===== config.mk =====
export PLATFORM = sky130hd
export DESIGN_NAME = rrfc_top
export DESIGN_NICKNAME = d
export VERILOG_FILES = /design/src/rrfc_top.v
export VERILOG_INCLUDE_DIRS = /design/src
export SDC_FILE = /design/constraint.sdc
export NUM_CORES = 1
export LEC_CHECK = 0
export BUFFER_PORTS_ARGS = -buffer_cell sky130_fd_sc_hd__buf_2
export CORE_AREA = 3 3 119 133
export CTS_BUF_LIST = sky130_fd_sc_hd__clkbuf_4
export DETAILED_ROUTE_END_ITERATION = 7
export DIE_AREA = 0 0 122 136
export GPL_ROUTABILITY_DRIVEN = 0
export PLACE_DENSITY = 0.77
export SLEW_MARGIN = 10
export SYNTH_ARGS = -nofsm -noshare
export SYNTH_HDL_FRONTEND = slang
export SYNTH_SLANG_ARGS = --single-unit

===== constraint.sdc =====
create_clock -name clk -period 4.25 [get_ports clk]
set_input_delay 0.2125 -clock clk [delete_from_list [all_inputs] [get_ports clk]]
set_output_delay 0.2125 -clock clk [all_outputs]
set_load 0.05 [all_outputs]

===== src/rrfc_map.vh =====
// Register map, field positions and timing constants for the receiver configuration bank
// Function
// - Start marker with enable raises frame start interrupt
// - Start marker sets sticky seen flag
// - Subcarrier with enable raises same interrupt
// - Subcarrier sets sticky seen flag
// - Live subcarrier flag, not latched
// - Partial byte store keeps incomplete last byte
// - Continuous receive keeps receiver active after frame
// - Continuous receive appends error copy byte
// - End style selects configured or Type B marker
// - Style 0 with symbol bits 00 skips check
// - Guard time check flags overlong gap in Type B frames
// - Early error discards bytes, resets FIFO
// - Short frame after start marker is disturbance
// - No receive done for discarded frames
// - Three bit code selects receive bit rate
// - Hold-off unit sixteen carriers or half bit
// - Seven bit hold-off ignores input after transmit, except subcarrier detection
// - Decoder minimum threshold field
// - Phase detector minimum threshold field
// - Half bit uses transmit data bit rate
`ifndef RRFC_MAP_VH
`define RRFC_MAP_VH
// Register indices, byte address is four times the index
`define RRFC_IDX_SOFD 8'h34
`define RRFC_IDX_CTRL 8'h35
`define RRFC_IDX_WAIT 8'h36
`define RRFC_IDX_THR 8'h37
// Frame start detect fields
`define RRFC_B_SOF_EN 5
`define RRFC_B_SOF_SEEN 4
`define RRFC_B_SUBCARRIER_IRQ_ENABLE 2
`define RRFC_B_SUBC_SEEN 1
`define RRFC_B_SUBC_NOW 0
// Receive control fields
`define RRFC_B_PARTIAL 7
`define RRFC_B_CONT 6
`define RRFC_B_EOF_STYLE 5
`define RRFC_B_EGT 4
`define RRFC_B_EMD 3
`define RRFC_F_RATE 2:0
// Hold-off fields
`define RRFC_B_HOLD_UNIT 7
`define RRFC_F_HOLD 6:0
// Threshold fields
`define RRFC_F_DEC_THR 7:4
`define RRFC_F_PH_THR 3:0
// Reset values, not documented: all zero
`define RRFC_RST_BYTE 8'h00
// Timing in carrier cycles, early error limit in bytes
`define RRFC_HOLD_CARRIERS 11'h010
`define RRFC_HALF_BIT_BASE 11'h400
`define RRFC_EMD_BYTES 2'h3
// AXI responses
`define RRFC_RESP_OKAY 2'h0
`define RRFC_RESP_SLVERR 2'h2
`endif


===== src/rrfc_top.v =====
// Receiver configuration register bank with receive frame control logic
//
// The AXI4-Lite interface to the registers was left to the implementer.
`include "rrfc_map.vh"
module rrfc_top #(
  parameter EGT_LIMIT = 16'h0100 // Longest guard gap in carrier cycles
) (
  input wire clk, // 100 MHz system clock
  input wire sys_rst, // Asynchronous reset, active high
  input wire [31:0] s_axi_awaddr, // Write address
  input wire s_axi_awvalid, // Write address valid
  output wire s_axi_awready, // Write address ready
  input wire [31:0] s_axi_wdata, // Write data
  input wire [3:0] s_axi_wstrb, // Write byte enables
  input wire s_axi_wvalid, // Write data valid
  output wire s_axi_wready, // Write data ready
  output reg [1:0] s_axi_bresp, // Write response
  output reg s_axi_bvalid, // Write response valid
  input wire s_axi_bready, // Write response ready
  input wire [31:0] s_axi_araddr, // Read address
  input wire s_axi_arvalid, // Read address valid
  output wire s_axi_arready, // Read address ready
  output reg [31:0] s_axi_rdata, // Read data
  output reg [1:0] s_axi_rresp, // Read response
  output reg s_axi_rvalid, // Read data valid
  input wire s_axi_rready, // Read data ready
  input wire carrier_tick, // One pulse per carrier cycle
  input wire sof_pulse, // Start marker detected
  input wire subc_level, // Subcarrier currently detected
  input wire tx_end, // Transmission finished
  input wire rx_start, // Receive command issued
  input wire [2:0] bit_stream_rate, // Transmit data rate code
  input wire [1:0] end_symbol_config, // End symbol selection bits
  input wire crc_en, // Checksum enabled
  input wire [7:0] error_copy, // Current error register value
  input wire rx_byte_valid, // Received byte strobe
  input wire [7:0] rx_byte, // Received byte
  input wire rx_byte_partial, // Byte is incomplete
  input wire rx_fault, // Error or collision on this byte
  input wire rx_frame_end, // End of received data stream
  output reg frame_start_interrupt, // Start or subcarrier interrupt
  output reg receive_done_interrupt, // Frame received pulse
  output reg rx_active, // Receiver enabled
  output reg rx_ignore, // Hold-off window running
  output reg fifo_wr_valid, // FIFO write strobe
  output reg [7:0] fifo_wr_data, // FIFO write data
  output reg fifo_reset, // FIFO flush pulse
  output reg protocol_error, // Guard time too long pulse
  output reg eof_check_en, // End marker check enabled
  output reg eof_type_b, // Type B end marker expected
  output reg [1:0] eof_symbol_sel, // Configured end symbol
  output reg [2:0] receive_rate, // Receive bit rate code
  output reg [3:0] decoder_min_threshold, // Bit decoder level
  output reg [3:0] phase_min_threshold // Phase detector level
);

  // Half bit period in carrier cycles for a rate code
  function [10:0] half_bit;
    input [2:0] code;
    begin
      half_bit = `RRFC_HALF_BIT_BASE >> code;
    end
  endfunction

  // Register index from a byte address, with word alignment check
  function [8:0] reg_index;
    input [31:0] addr;
    begin
      reg_index = {|addr[31:10] | |addr[1:0], addr[9:2]};
    end
  endfunction

  reg sof_en_reg, sof_seen_reg, subcarrier_irq_enable_reg, subc_seen_reg, subc_now_reg;
  reg [7:0] ctrl_reg, wait_reg, thr_reg;
  reg aw_held_reg, w_held_reg;
  reg [31:0] awaddr_reg;
  reg [7:0] wdata_reg;
  reg wstrb0_reg;
  reg subc_prev_reg;
  reg [6:0] hold_cnt_reg;
  reg [10:0] sub_cnt_reg;
  reg [1:0] byte_cnt_reg;
  reg frame_open_reg;
  reg [15:0] gap_cnt_reg;
  reg err_pend_reg;

  wire wr_go = aw_held_reg & w_held_reg & ~s_axi_bvalid;
  wire [8:0] wr_idx = reg_index(awaddr_reg);
  wire [8:0] rd_idx = reg_index(s_axi_araddr);
  wire wr_sofd = wr_go & wstrb0_reg & (wr_idx == {1'b0, `RRFC_IDX_SOFD});
  wire subc_rise = subc_level & ~subc_prev_reg;
  wire emd_on = ctrl_reg[`RRFC_B_EMD];
  wire byte_in = rx_byte_valid & rx_active & ~rx_ignore;
  wire end_in = rx_frame_end & rx_active & ~rx_ignore;
  wire sof_in = sof_pulse & ~rx_ignore;
  wire [10:0] unit_len = wait_reg[`RRFC_B_HOLD_UNIT] ?
    half_bit(bit_stream_rate) : `RRFC_HOLD_CARRIERS;

  // Address and data are taken in either order, one write at a time
  assign s_axi_awready = ~aw_held_reg;
  assign s_axi_wready = ~w_held_reg;
  assign s_axi_arready = ~s_axi_rvalid;

  // Write channel capture and response
  always @(posedge clk or posedge sys_rst) begin
    if (sys_rst) begin
      aw_held_reg <= 1'b0;
      w_held_reg <= 1'b0;
      awaddr_reg <= 32'h00000000;
      wdata_reg <= `RRFC_RST_BYTE;
      wstrb0_reg <= 1'b0;
      s_axi_bvalid <= 1'b0;
      s_axi_bresp <= `RRFC_RESP_OKAY;
    end else begin
      if (s_axi_awvalid & ~aw_held_reg) begin
        aw_held_reg <= 1'b1;
        awaddr_reg <= s_axi_awaddr;
      end
      if (s_axi_wvalid & ~w_held_reg) begin
        w_held_reg <= 1'b1;
        wdata_reg <= s_axi_wdata[7:0];
        wstrb0_reg <= s_axi_wstrb[0];
      end
      if (wr_go) begin
        aw_held_reg <= 1'b0;
        w_held_reg <= 1'b0;
        s_axi_bvalid <= 1'b1;
        // Whole aligned word group compared at nine bits on both sides
        s_axi_bresp <= ({wr_idx[8:2], 2'h0} == {1'b0, `RRFC_IDX_SOFD}) ?
          `RRFC_RESP_OKAY : `RRFC_RESP_SLVERR;
      end else if (s_axi_bready) begin
        s_axi_bvalid <= 1'b0;
      end
    end
  end

  // Writable fields; bytes outside lane zero are ignored
  always @(posedge clk or posedge sys_rst) begin
    if (sys_rst) begin
      sof_en_reg <= 1'b0;
      subcarrier_irq_enable_reg <= 1'b0;
      ctrl_reg <= `RRFC_RST_BYTE;
      wait_reg <= `RRFC_RST_BYTE;
      thr_reg <= `RRFC_RST_BYTE;
    end else if (wr_go & wstrb0_reg) begin
      if (wr_idx == {1'b0, `RRFC_IDX_SOFD}) begin
        sof_en_reg <= wdata_reg[`RRFC_B_SOF_EN];
        subcarrier_irq_enable_reg <= wdata_reg[`RRFC_B_SUBCARRIER_IRQ_ENABLE];
      end
      if (wr_idx == {1'b0, `RRFC_IDX_CTRL})
        ctrl_reg <= wdata_reg;
      if (wr_idx == {1'b0, `RRFC_IDX_WAIT})
        wait_reg <= wdata_reg;
      if (wr_idx == {1'b0, `RRFC_IDX_THR})
        thr_reg <= wdata_reg;
    end
  end

  // Sticky detection flags; a new event beats a same-cycle clear
  always @(posedge clk or posedge sys_rst) begin
    if (sys_rst) begin
      sof_seen_reg <= 1'b0;
      subc_seen_reg <= 1'b0;
      subc_now_reg <= 1'b0;
      subc_prev_reg <= 1'b0;
      frame_start_interrupt <= 1'b0;
    end else begin
      subc_prev_reg <= subc_level;
      subc_now_reg <= subc_level;
      if (sof_in)
        sof_seen_reg <= 1'b1;
      else if (wr_sofd & ~wdata_reg[`RRFC_B_SOF_SEEN])
        sof_seen_reg <= 1'b0;
      if (subc_rise)
        subc_seen_reg <= 1'b1;
      else if (wr_sofd & ~wdata_reg[`RRFC_B_SUBC_SEEN])
        subc_seen_reg <= 1'b0;
      // One pulse per cycle with a qualifying event, both sources share the line
      frame_start_interrupt <= (sof_en_reg & sof_in) |
        (subcarrier_irq_enable_reg & subc_rise);
    end
  end

  // Read channel: one cycle after the address is taken
  always @(posedge clk or posedge sys_rst) begin
    if (sys_rst) begin
      s_axi_rvalid <= 1'b0;
      s_axi_rdata <= 32'h00000000;
      s_axi_rresp <= `RRFC_RESP_OKAY;
    end else if (s_axi_arvalid & ~s_axi_rvalid) begin
      s_axi_rvalid <= 1'b1;
      s_axi_rresp <= `RRFC_RESP_OKAY;
      case (rd_idx)
        {1'b0, `RRFC_IDX_SOFD}:
          s_axi_rdata <= {26'h0000000, sof_en_reg, sof_seen_reg, 1'b0,
            subcarrier_irq_enable_reg, subc_seen_reg, subc_now_reg};
        {1'b0, `RRFC_IDX_CTRL}: s_axi_rdata <= {24'h000000, ctrl_reg};
        {1'b0, `RRFC_IDX_WAIT}: s_axi_rdata <= {24'h000000, wait_reg};
        {1'b0, `RRFC_IDX_THR}: s_axi_rdata <= {24'h000000, thr_reg};
        default: begin
          s_axi_rdata <= 32'h00000000;
          s_axi_rresp <= `RRFC_RESP_SLVERR;
        end
      endcase
    end else if (s_axi_rready) begin
      s_axi_rvalid <= 1'b0;
    end
  end

  // Static settings handed to the receiver datapath
  always @(posedge clk or posedge sys_rst) begin
    if (sys_rst) begin
      eof_check_en <= 1'b0;
      eof_type_b <= 1'b0;
      eof_symbol_sel <= 2'h0;
      receive_rate <= 3'h0;
      decoder_min_threshold <= 4'h0;
      phase_min_threshold <= 4'h0;
    end else begin
      eof_type_b <= ctrl_reg[`RRFC_B_EOF_STYLE];
      eof_symbol_sel <= end_symbol_config;
      eof_check_en <= ctrl_reg[`RRFC_B_EOF_STYLE] | (|end_symbol_config);
      receive_rate <= ctrl_reg[`RRFC_F_RATE];
      decoder_min_threshold <= thr_reg[`RRFC_F_DEC_THR];
      phase_min_threshold <= thr_reg[`RRFC_F_PH_THR];
    end
  end

  // Hold-off after transmit; a zero count gives no window at all
  always @(posedge clk or posedge sys_rst) begin
    if (sys_rst) begin
      rx_ignore <= 1'b0;
      hold_cnt_reg <= 7'h00;
      sub_cnt_reg <= 11'h000;
    end else if (tx_end) begin
      hold_cnt_reg <= wait_reg[`RRFC_F_HOLD];
      rx_ignore <= |wait_reg[`RRFC_F_HOLD];
      sub_cnt_reg <= 11'h000;
    end else if (rx_ignore & carrier_tick) begin
      if (sub_cnt_reg == unit_len - 11'h001) begin
        sub_cnt_reg <= 11'h000;
        hold_cnt_reg <= hold_cnt_reg - 7'h01;
        if (hold_cnt_reg == 7'h01)
          rx_ignore <= 1'b0;
      end else begin
        sub_cnt_reg <= sub_cnt_reg + 11'h001;
      end
    end
  end

  // Frame datapath: FIFO writes, disturbance filter, error byte
  always @(posedge clk or posedge sys_rst) begin
    if (sys_rst) begin
      rx_active <= 1'b0;
      frame_open_reg <= 1'b0;
      byte_cnt_reg <= 2'h0;
      gap_cnt_reg <= 16'h0000;
      err_pend_reg <= 1'b0;
      fifo_wr_valid <= 1'b0;
      fifo_wr_data <= `RRFC_RST_BYTE;
      fifo_reset <= 1'b0;
      receive_done_interrupt <= 1'b0;
      protocol_error <= 1'b0;
    end else begin
      fifo_wr_valid <= 1'b0;
      fifo_reset <= 1'b0;
      receive_done_interrupt <= 1'b0;
      protocol_error <= 1'b0;
      if (rx_start)
        rx_active <= 1'b1;
      if (sof_in & rx_active) begin
        frame_open_reg <= 1'b1;
        byte_cnt_reg <= 2'h0;
        gap_cnt_reg <= 16'h0000;
      end
      // Guard gap counted between bytes of any open frame
      if (frame_open_reg & carrier_tick & ~byte_in)
        gap_cnt_reg <= gap_cnt_reg + 16'h0001;
      if (byte_in) begin
        gap_cnt_reg <= 16'h0000;
        if (ctrl_reg[`RRFC_B_EGT] & ctrl_reg[`RRFC_B_EOF_STYLE] &
            (gap_cnt_reg > EGT_LIMIT) & (byte_cnt_reg != 2'h0))
          protocol_error <= 1'b1;
        if (emd_on & rx_fault & (byte_cnt_reg < `RRFC_EMD_BYTES)) begin
          fifo_reset <= 1'b1;
          byte_cnt_reg <= 2'h0;
          frame_open_reg <= 1'b0;
        end else begin
          if (byte_cnt_reg < `RRFC_EMD_BYTES)
            byte_cnt_reg <= byte_cnt_reg + 2'h1;
          // Incomplete byte is dropped only when checksum is on
          if (~rx_byte_partial | ~crc_en | ctrl_reg[`RRFC_B_PARTIAL]) begin
            fifo_wr_valid <= 1'b1;
            fifo_wr_data <= rx_byte;
          end
        end
      end else if (err_pend_reg) begin
        err_pend_reg <= 1'b0;
        fifo_wr_valid <= 1'b1;
        fifo_wr_data <= error_copy;
      end
      if (end_in) begin
        frame_open_reg <= 1'b0;
        byte_cnt_reg <= 2'h0;
        if (emd_on & frame_open_reg & (byte_cnt_reg < `RRFC_EMD_BYTES)) begin
          fifo_reset <= 1'b1;
        end else if (~emd_on | frame_open_reg) begin
          // A frame already flushed by an early fault ends with no done
          receive_done_interrupt <= 1'b1;
          // Error byte waits one cycle so it never collides with data
          if (ctrl_reg[`RRFC_B_CONT])
            err_pend_reg <= 1'b1;
        end
        if (~ctrl_reg[`RRFC_B_CONT])
          rx_active <= 1'b0;
      end
    end
  end

endmodule


---- After elaboration in Yosys (flattened, before gate mapping) ----
Index checks and enable logic that the tools add are counted.
Widths: inputs -> output; s select.
operators by class
  add/sub/neg operators ................... 5
  multiply operators ...................... 0
  div/mod/pow operators ................... 0
  $lt $le $gt $ge ......................... 2
  eq/ne operators ......................... 13
  shifts and indexed selects .............. 1
  mux-type cells .......................... 63
  bitwise logic cells ..................... 47
  reduce and logical (&&, ||, !) cells .... 26
operators by type and width
  operator               number
  $eq 9x6->1 const B     8
  $mux 16                3
  $mux 11                4
  $reduce_or 22->1       2
  $mux 1                 41
  $mux 8                 4
  $pmux 8 s4             1
  $and 1x1->1            28
  $reduce_bool 2->1      11
  $mux 7                 3
  $add 16x1->16 const B  1
  $gt 16x9->1 const B    1
  $mux 2                 7
  $not 1->1              12
  $add 11x1->11 const B  1
  $eq 11x11->1           1
  $shr 11x3->11 const A  1
  $sub 11x1->11 const B  1
  $reduce_and 2->1       5
  $eq 7x1->1 const B     1
  $eq 7x4->1 const B     1
  $or 1x1->1             7
  $reduce_or 7->1        1
  $sub 7x1->7 const B    1
  other kinds (8)        11
storage, ports and cells
  bits in registers ....................... 178
  bits in latches ......................... 0
  memory bits (writable) .................. 0
  bits in read-only memories .............. 0
  input port bits ......................... 138
  output and inout bits ................... 71
  logic and storage cells ................. 195
  memories ................................ 0

---- Depth between registers and ports, before layout ----
  depth in word-level cells ............... 8
  mapped depth ............................ 11

---- Worst setup path after synthesis ----
No wires, ideal clock.
  path type ............................... input to register
  from .................................... input port bit_stream_rate[1]
  to ...................................... register hold_cnt_reg[3]
  arrival ................................. 2249 ps
  required time ........................... 4181 ps
  setup slack ............................. 1932 ps
  stages .................................. 10
  buffers on the path ..................... 1
  cells stage by stage .................... buf_2 > and2_1 > nand3_1 > ha_1 > nand3b_1 > a2111o_1 > o211ai_1 > nand4_1 > or4_1 > nand3_1
on the way
  word-level cells in the longest chain between the ends .. 6
RTL lines
  element                             line            text
  from (decl)                         rrfc_top.v:32   input wire [2:0] bit_stream_rate,
  $shr 11x3->11 (no source line)      n/a
  $mux 11 (no source line)            n/a
  $sub 11x1->11                       rrfc_top.v:240  if (sub_cnt_reg == unit_len - 11'h001) begin
  $eq 11x11->1                        rrfc_top.v:240
  $reduce_bool 2->1 (no source line)  n/a
  $reduce_and 2->1 (no source line)   n/a
  to (signal assigned)                rrfc_top.v:236  hold_cnt_reg <= wait_reg[`RRFC_F_HOLD];
  to (signal assigned)                rrfc_top.v:242  hold_cnt_reg <= hold_cnt_reg - 7'h01;
  to (decl)                           rrfc_top.v:80   reg [6:0] hold_cnt_reg;
Every way passes these cells.
A chain may end at the register's enable or synchronous reset.

---- Final worst setup path ----
  from .................................... register rx_ignore
  to ...................................... register gap_cnt_reg[14]
on the way
  word-level cells in the longest chain between the ends .. 6
  elaborated cells between the ends (all ways) .. 9
  those cells by class .................... mux: 2; bitwise: 6; reduce/logical: 1
RTL lines
  element                 line                          text
  from (decl)             rrfc_top.v:44                 output reg rx_ignore,
  from (signal assigned)  rrfc_top.v:237                rx_ignore <= |wait_reg[`RRFC_F_HOLD];
  $not 1->1 *             rrfc_top.v:93, rrfc_top.v:95
  $and 1x1->1             rrfc_top.v:93                 wire byte_in = rx_byte_valid & rx_active & ~rx_ignore;
  $not 1->1               rrfc_top.v:277                if (frame_open_reg & carrier_tick & ~byte_in)
  $and 1x1->1             rrfc_top.v:277
  $mux 16                 rrfc_top.v:277
  $mux 16                 rrfc_top.v:279                if (byte_in) begin
  to (signal assigned)    rrfc_top.v:278                gap_cnt_reg <= gap_cnt_reg + 16'h0001;
  to (decl)               rrfc_top.v:84                 reg [15:0] gap_cnt_reg;
Every way passes the cells marked *; elsewhere a longest branch is shown, timed or not.

==> results_dict.tcl <==
set metrics [dict create \
    whs_ns 0.08982 \
    start_util_pct 48.10 \
    critPathKind "reg2reg" \
    nets 967 \
    grt_pass1_wl_um 26950 \
    p_leak_nw 4.254 \
    yosysTopAreaCellShare_pct 54.74 \
    cts_max_level 4 \
    post_cts_resized 0 \
    core_um2 14450 \
    grt_max_degree 110 \
    post-route-period-util_pct 69.11 \
    grt_pass1_vias 5404 \
    num_vias 5379 \
    syn_area_per_cell_um2 11.72 \
    critical_path_arrival_ns 3.37 \
    skew_ns 0.01589 \
    setup_viol 0 \
    drt_iter0_drc 247 \
    totalWireLength_um 16940 \
    postRouteAntennaNets 0 \
    cts_sinks 152 \
    hold_class "in2reg" \
    wl_per_cell_um 16.48 \
    power_density_nw_per_um2 417.2 \
    gr-total-overflow 0 \
    die_area_um2 16590 \
    ctsHoldBuffers 72 \
    async_flop_share_pct 100.0 \
    fmax_ghz 0.3405 \
    hpwl_um 11120 \
    nFillCells 1137 \
    clockBufferDepth 2 \
    crit_path_max_fanout 18 \
    hold_viol_final 0 \
    relSlewSlack_pct 27.26 \
    ys_types 56 \
    layout-drive-gt1-share_pct 31.53 \
    ys_top_cells_by_area "dfrtp_1 (55%), mux2_2 (11%), buf_4 (2.9%), nand2_1 (2.2%), mux2i_1 (2.0%)" \
    synth_flop_cell "dfrtp_1" \
    dr.pass1.iters 4 \
    portBuffers 155 \
    rsz0062_at_grt "false" \
    antenna_found_initial 1 \
    endpoint_kind "flop" \
    status "finished, final reports clean" \
    ir_worst_vdd_mv 0.4481 \
    synth_edf_count 0 \
    worst_slew_pin_slew_ns 1.084 \
    yosysMostFrequentCell "dfrtp_1" \
    clk-insertion-delay-late_ns 0.55 \
    viasPerCell 5.232 \
    ys_warn_count 0 \
    area_growth_syn_to_layout_pct 26.90 \
    numCtsBuffers 17 \
    fin_crit_ns 2.937 \
    cts_tree "done" \
    cp_data_required_time_ns 4.68 \
    synth_area_um2 6949 \
    rows 46 \
    route.detailed.drc 0 \
    synth.top_cells.by_count "dfrtp_1 (152), mux2_2 (67), nand2_1 (41)" \
    io_pins 209 \
    maxSlewViolCount 0 \
    fin_setup_tns_ns 0 \
    max_cap_violations 0 \
    largest_register_ffs 32 \
    clk_pin_slew_worst_paths_ns 0.12 \
    postCtsSetupRepairBufs 0 \
    synth-seq-cells 152 \
    die_w_um 122 \
    yosysTopAreaCell "dfrtp_1" \
    fp.dieH_um 136 \
    start_kind "flop" \
    synth_seq_area_share_pct 54.74 \
    grt_use_total_pct 20.87 \
    root_buffer "clkbuf_4" \
    synth_cells 593 \
]
path summary, 6_finish.rpt:
check                                  from              end  slack [ns]  depth (start not counted)
worst max register to register    rx_ignore  gap_cnt_reg[14]        1.31                          6
worst min register to register  ctrl_reg[0]  receive_rate[0]        0.41                          0
worst max-delay path              rx_ignore  gap_cnt_reg[14]        1.31                          6
worst min-delay path                 tx_end   sub_cnt_reg[1]        0.09                          2
min in group asynchronous           sys_rst     s_axi_bvalid        0.41                          3
max in group asynchronous           sys_rst   sub_cnt_reg[0]        2.80                          4
worst max-delay path, cell delays in order, from the launching register on:
cell	delay [ns]
dfrtp_1	0.60
nor2b_1	0.19
nand2_1	0.59
nand3_1	0.48
nor3_1	0.63
nand3_1	0.19
mux2i_1	0.15
layout make-up:
type	instances	area, um2	area share, %
Sequential cell	152	3804	43.13
Multi-Input combinational cell	399	2883	32.69
Timing Repair Buffer	229	1524	17.28
Tap cell	192	240.2	2.724
Clock buffer	19	142.6	1.617
Clock inverter	13	133.9	1.518
Inverter	22	86.33	0.9790
Antenna cell	2	5.005	0.05675
power by group:
part	internal, mW	leakage [nW]	switching (mW)
Combinational	0.386	2.15	0.506
Sequential	1.70	1.95	0.191
Clock	0.407	0.151	0.488
Total	2.49	4.25	1.18
per-stage QoR:
step           area, um2  worst slack [ns]  std cells  util [%]  total power [mW]
2_1_floorplan       7047             1.932        618         -             2.525
6_report            8818             1.313       1028     61.04             3.679
3_5_place_dp        7816             1.346        922     54.11             2.737
4_1_cts             8813             1.317       1026     61.01             3.680
3_3_place_gp        7816             1.369        922     54.11             2.704
5_1_grt             8816            0.9975       1027     61.03             3.868
layer usage:
layer / routed length (um) / track usage (%) / vias up
li1: - / - / 2554
met1: 6956 / 25.49 / 2632
met2: 8818 / 35.29 / 158
met3: 762 / 5.368 / 35
met4: 400 / 8.531 / 0
met5: 0 / 0 / -
cells in the final DEF (no fill, tap or decap), types with 7 or more instances in the layout:
master	n
buf_2	155
dfrtp_1	152
dlygate4sd3_1	72
mux2_2	67
nand2_1	41
nor2_1	27
o21ai_0	27
conb_1	26
nand3_1	21
inv_1	20
a21oi_1	19
nor3_1	19
clkbuf_4	19
mux2i_1	14
a22o_1	12
nand4_1	10
nor4_1	10
xor2_1	9
clkinv_1	9
ha_1	8
xnor2_1	7
cell families after synthesis:
logic type               after synthesis  share of synthesized area [%]
AO/OA/AOI/OAI                         87                          8.156
flip-flops                           152                          54.74
XOR/XNOR                              16                          2.017
AND/OR/NAND/NOR                      174                          13.61
adder cells (fa/ha/maj)                8                          1.440
multiplexers                          88                          14.82
buffers and inverters                 67                          5.167
other                                  1                        0.05396
Power figures use the tool's default switching activity.
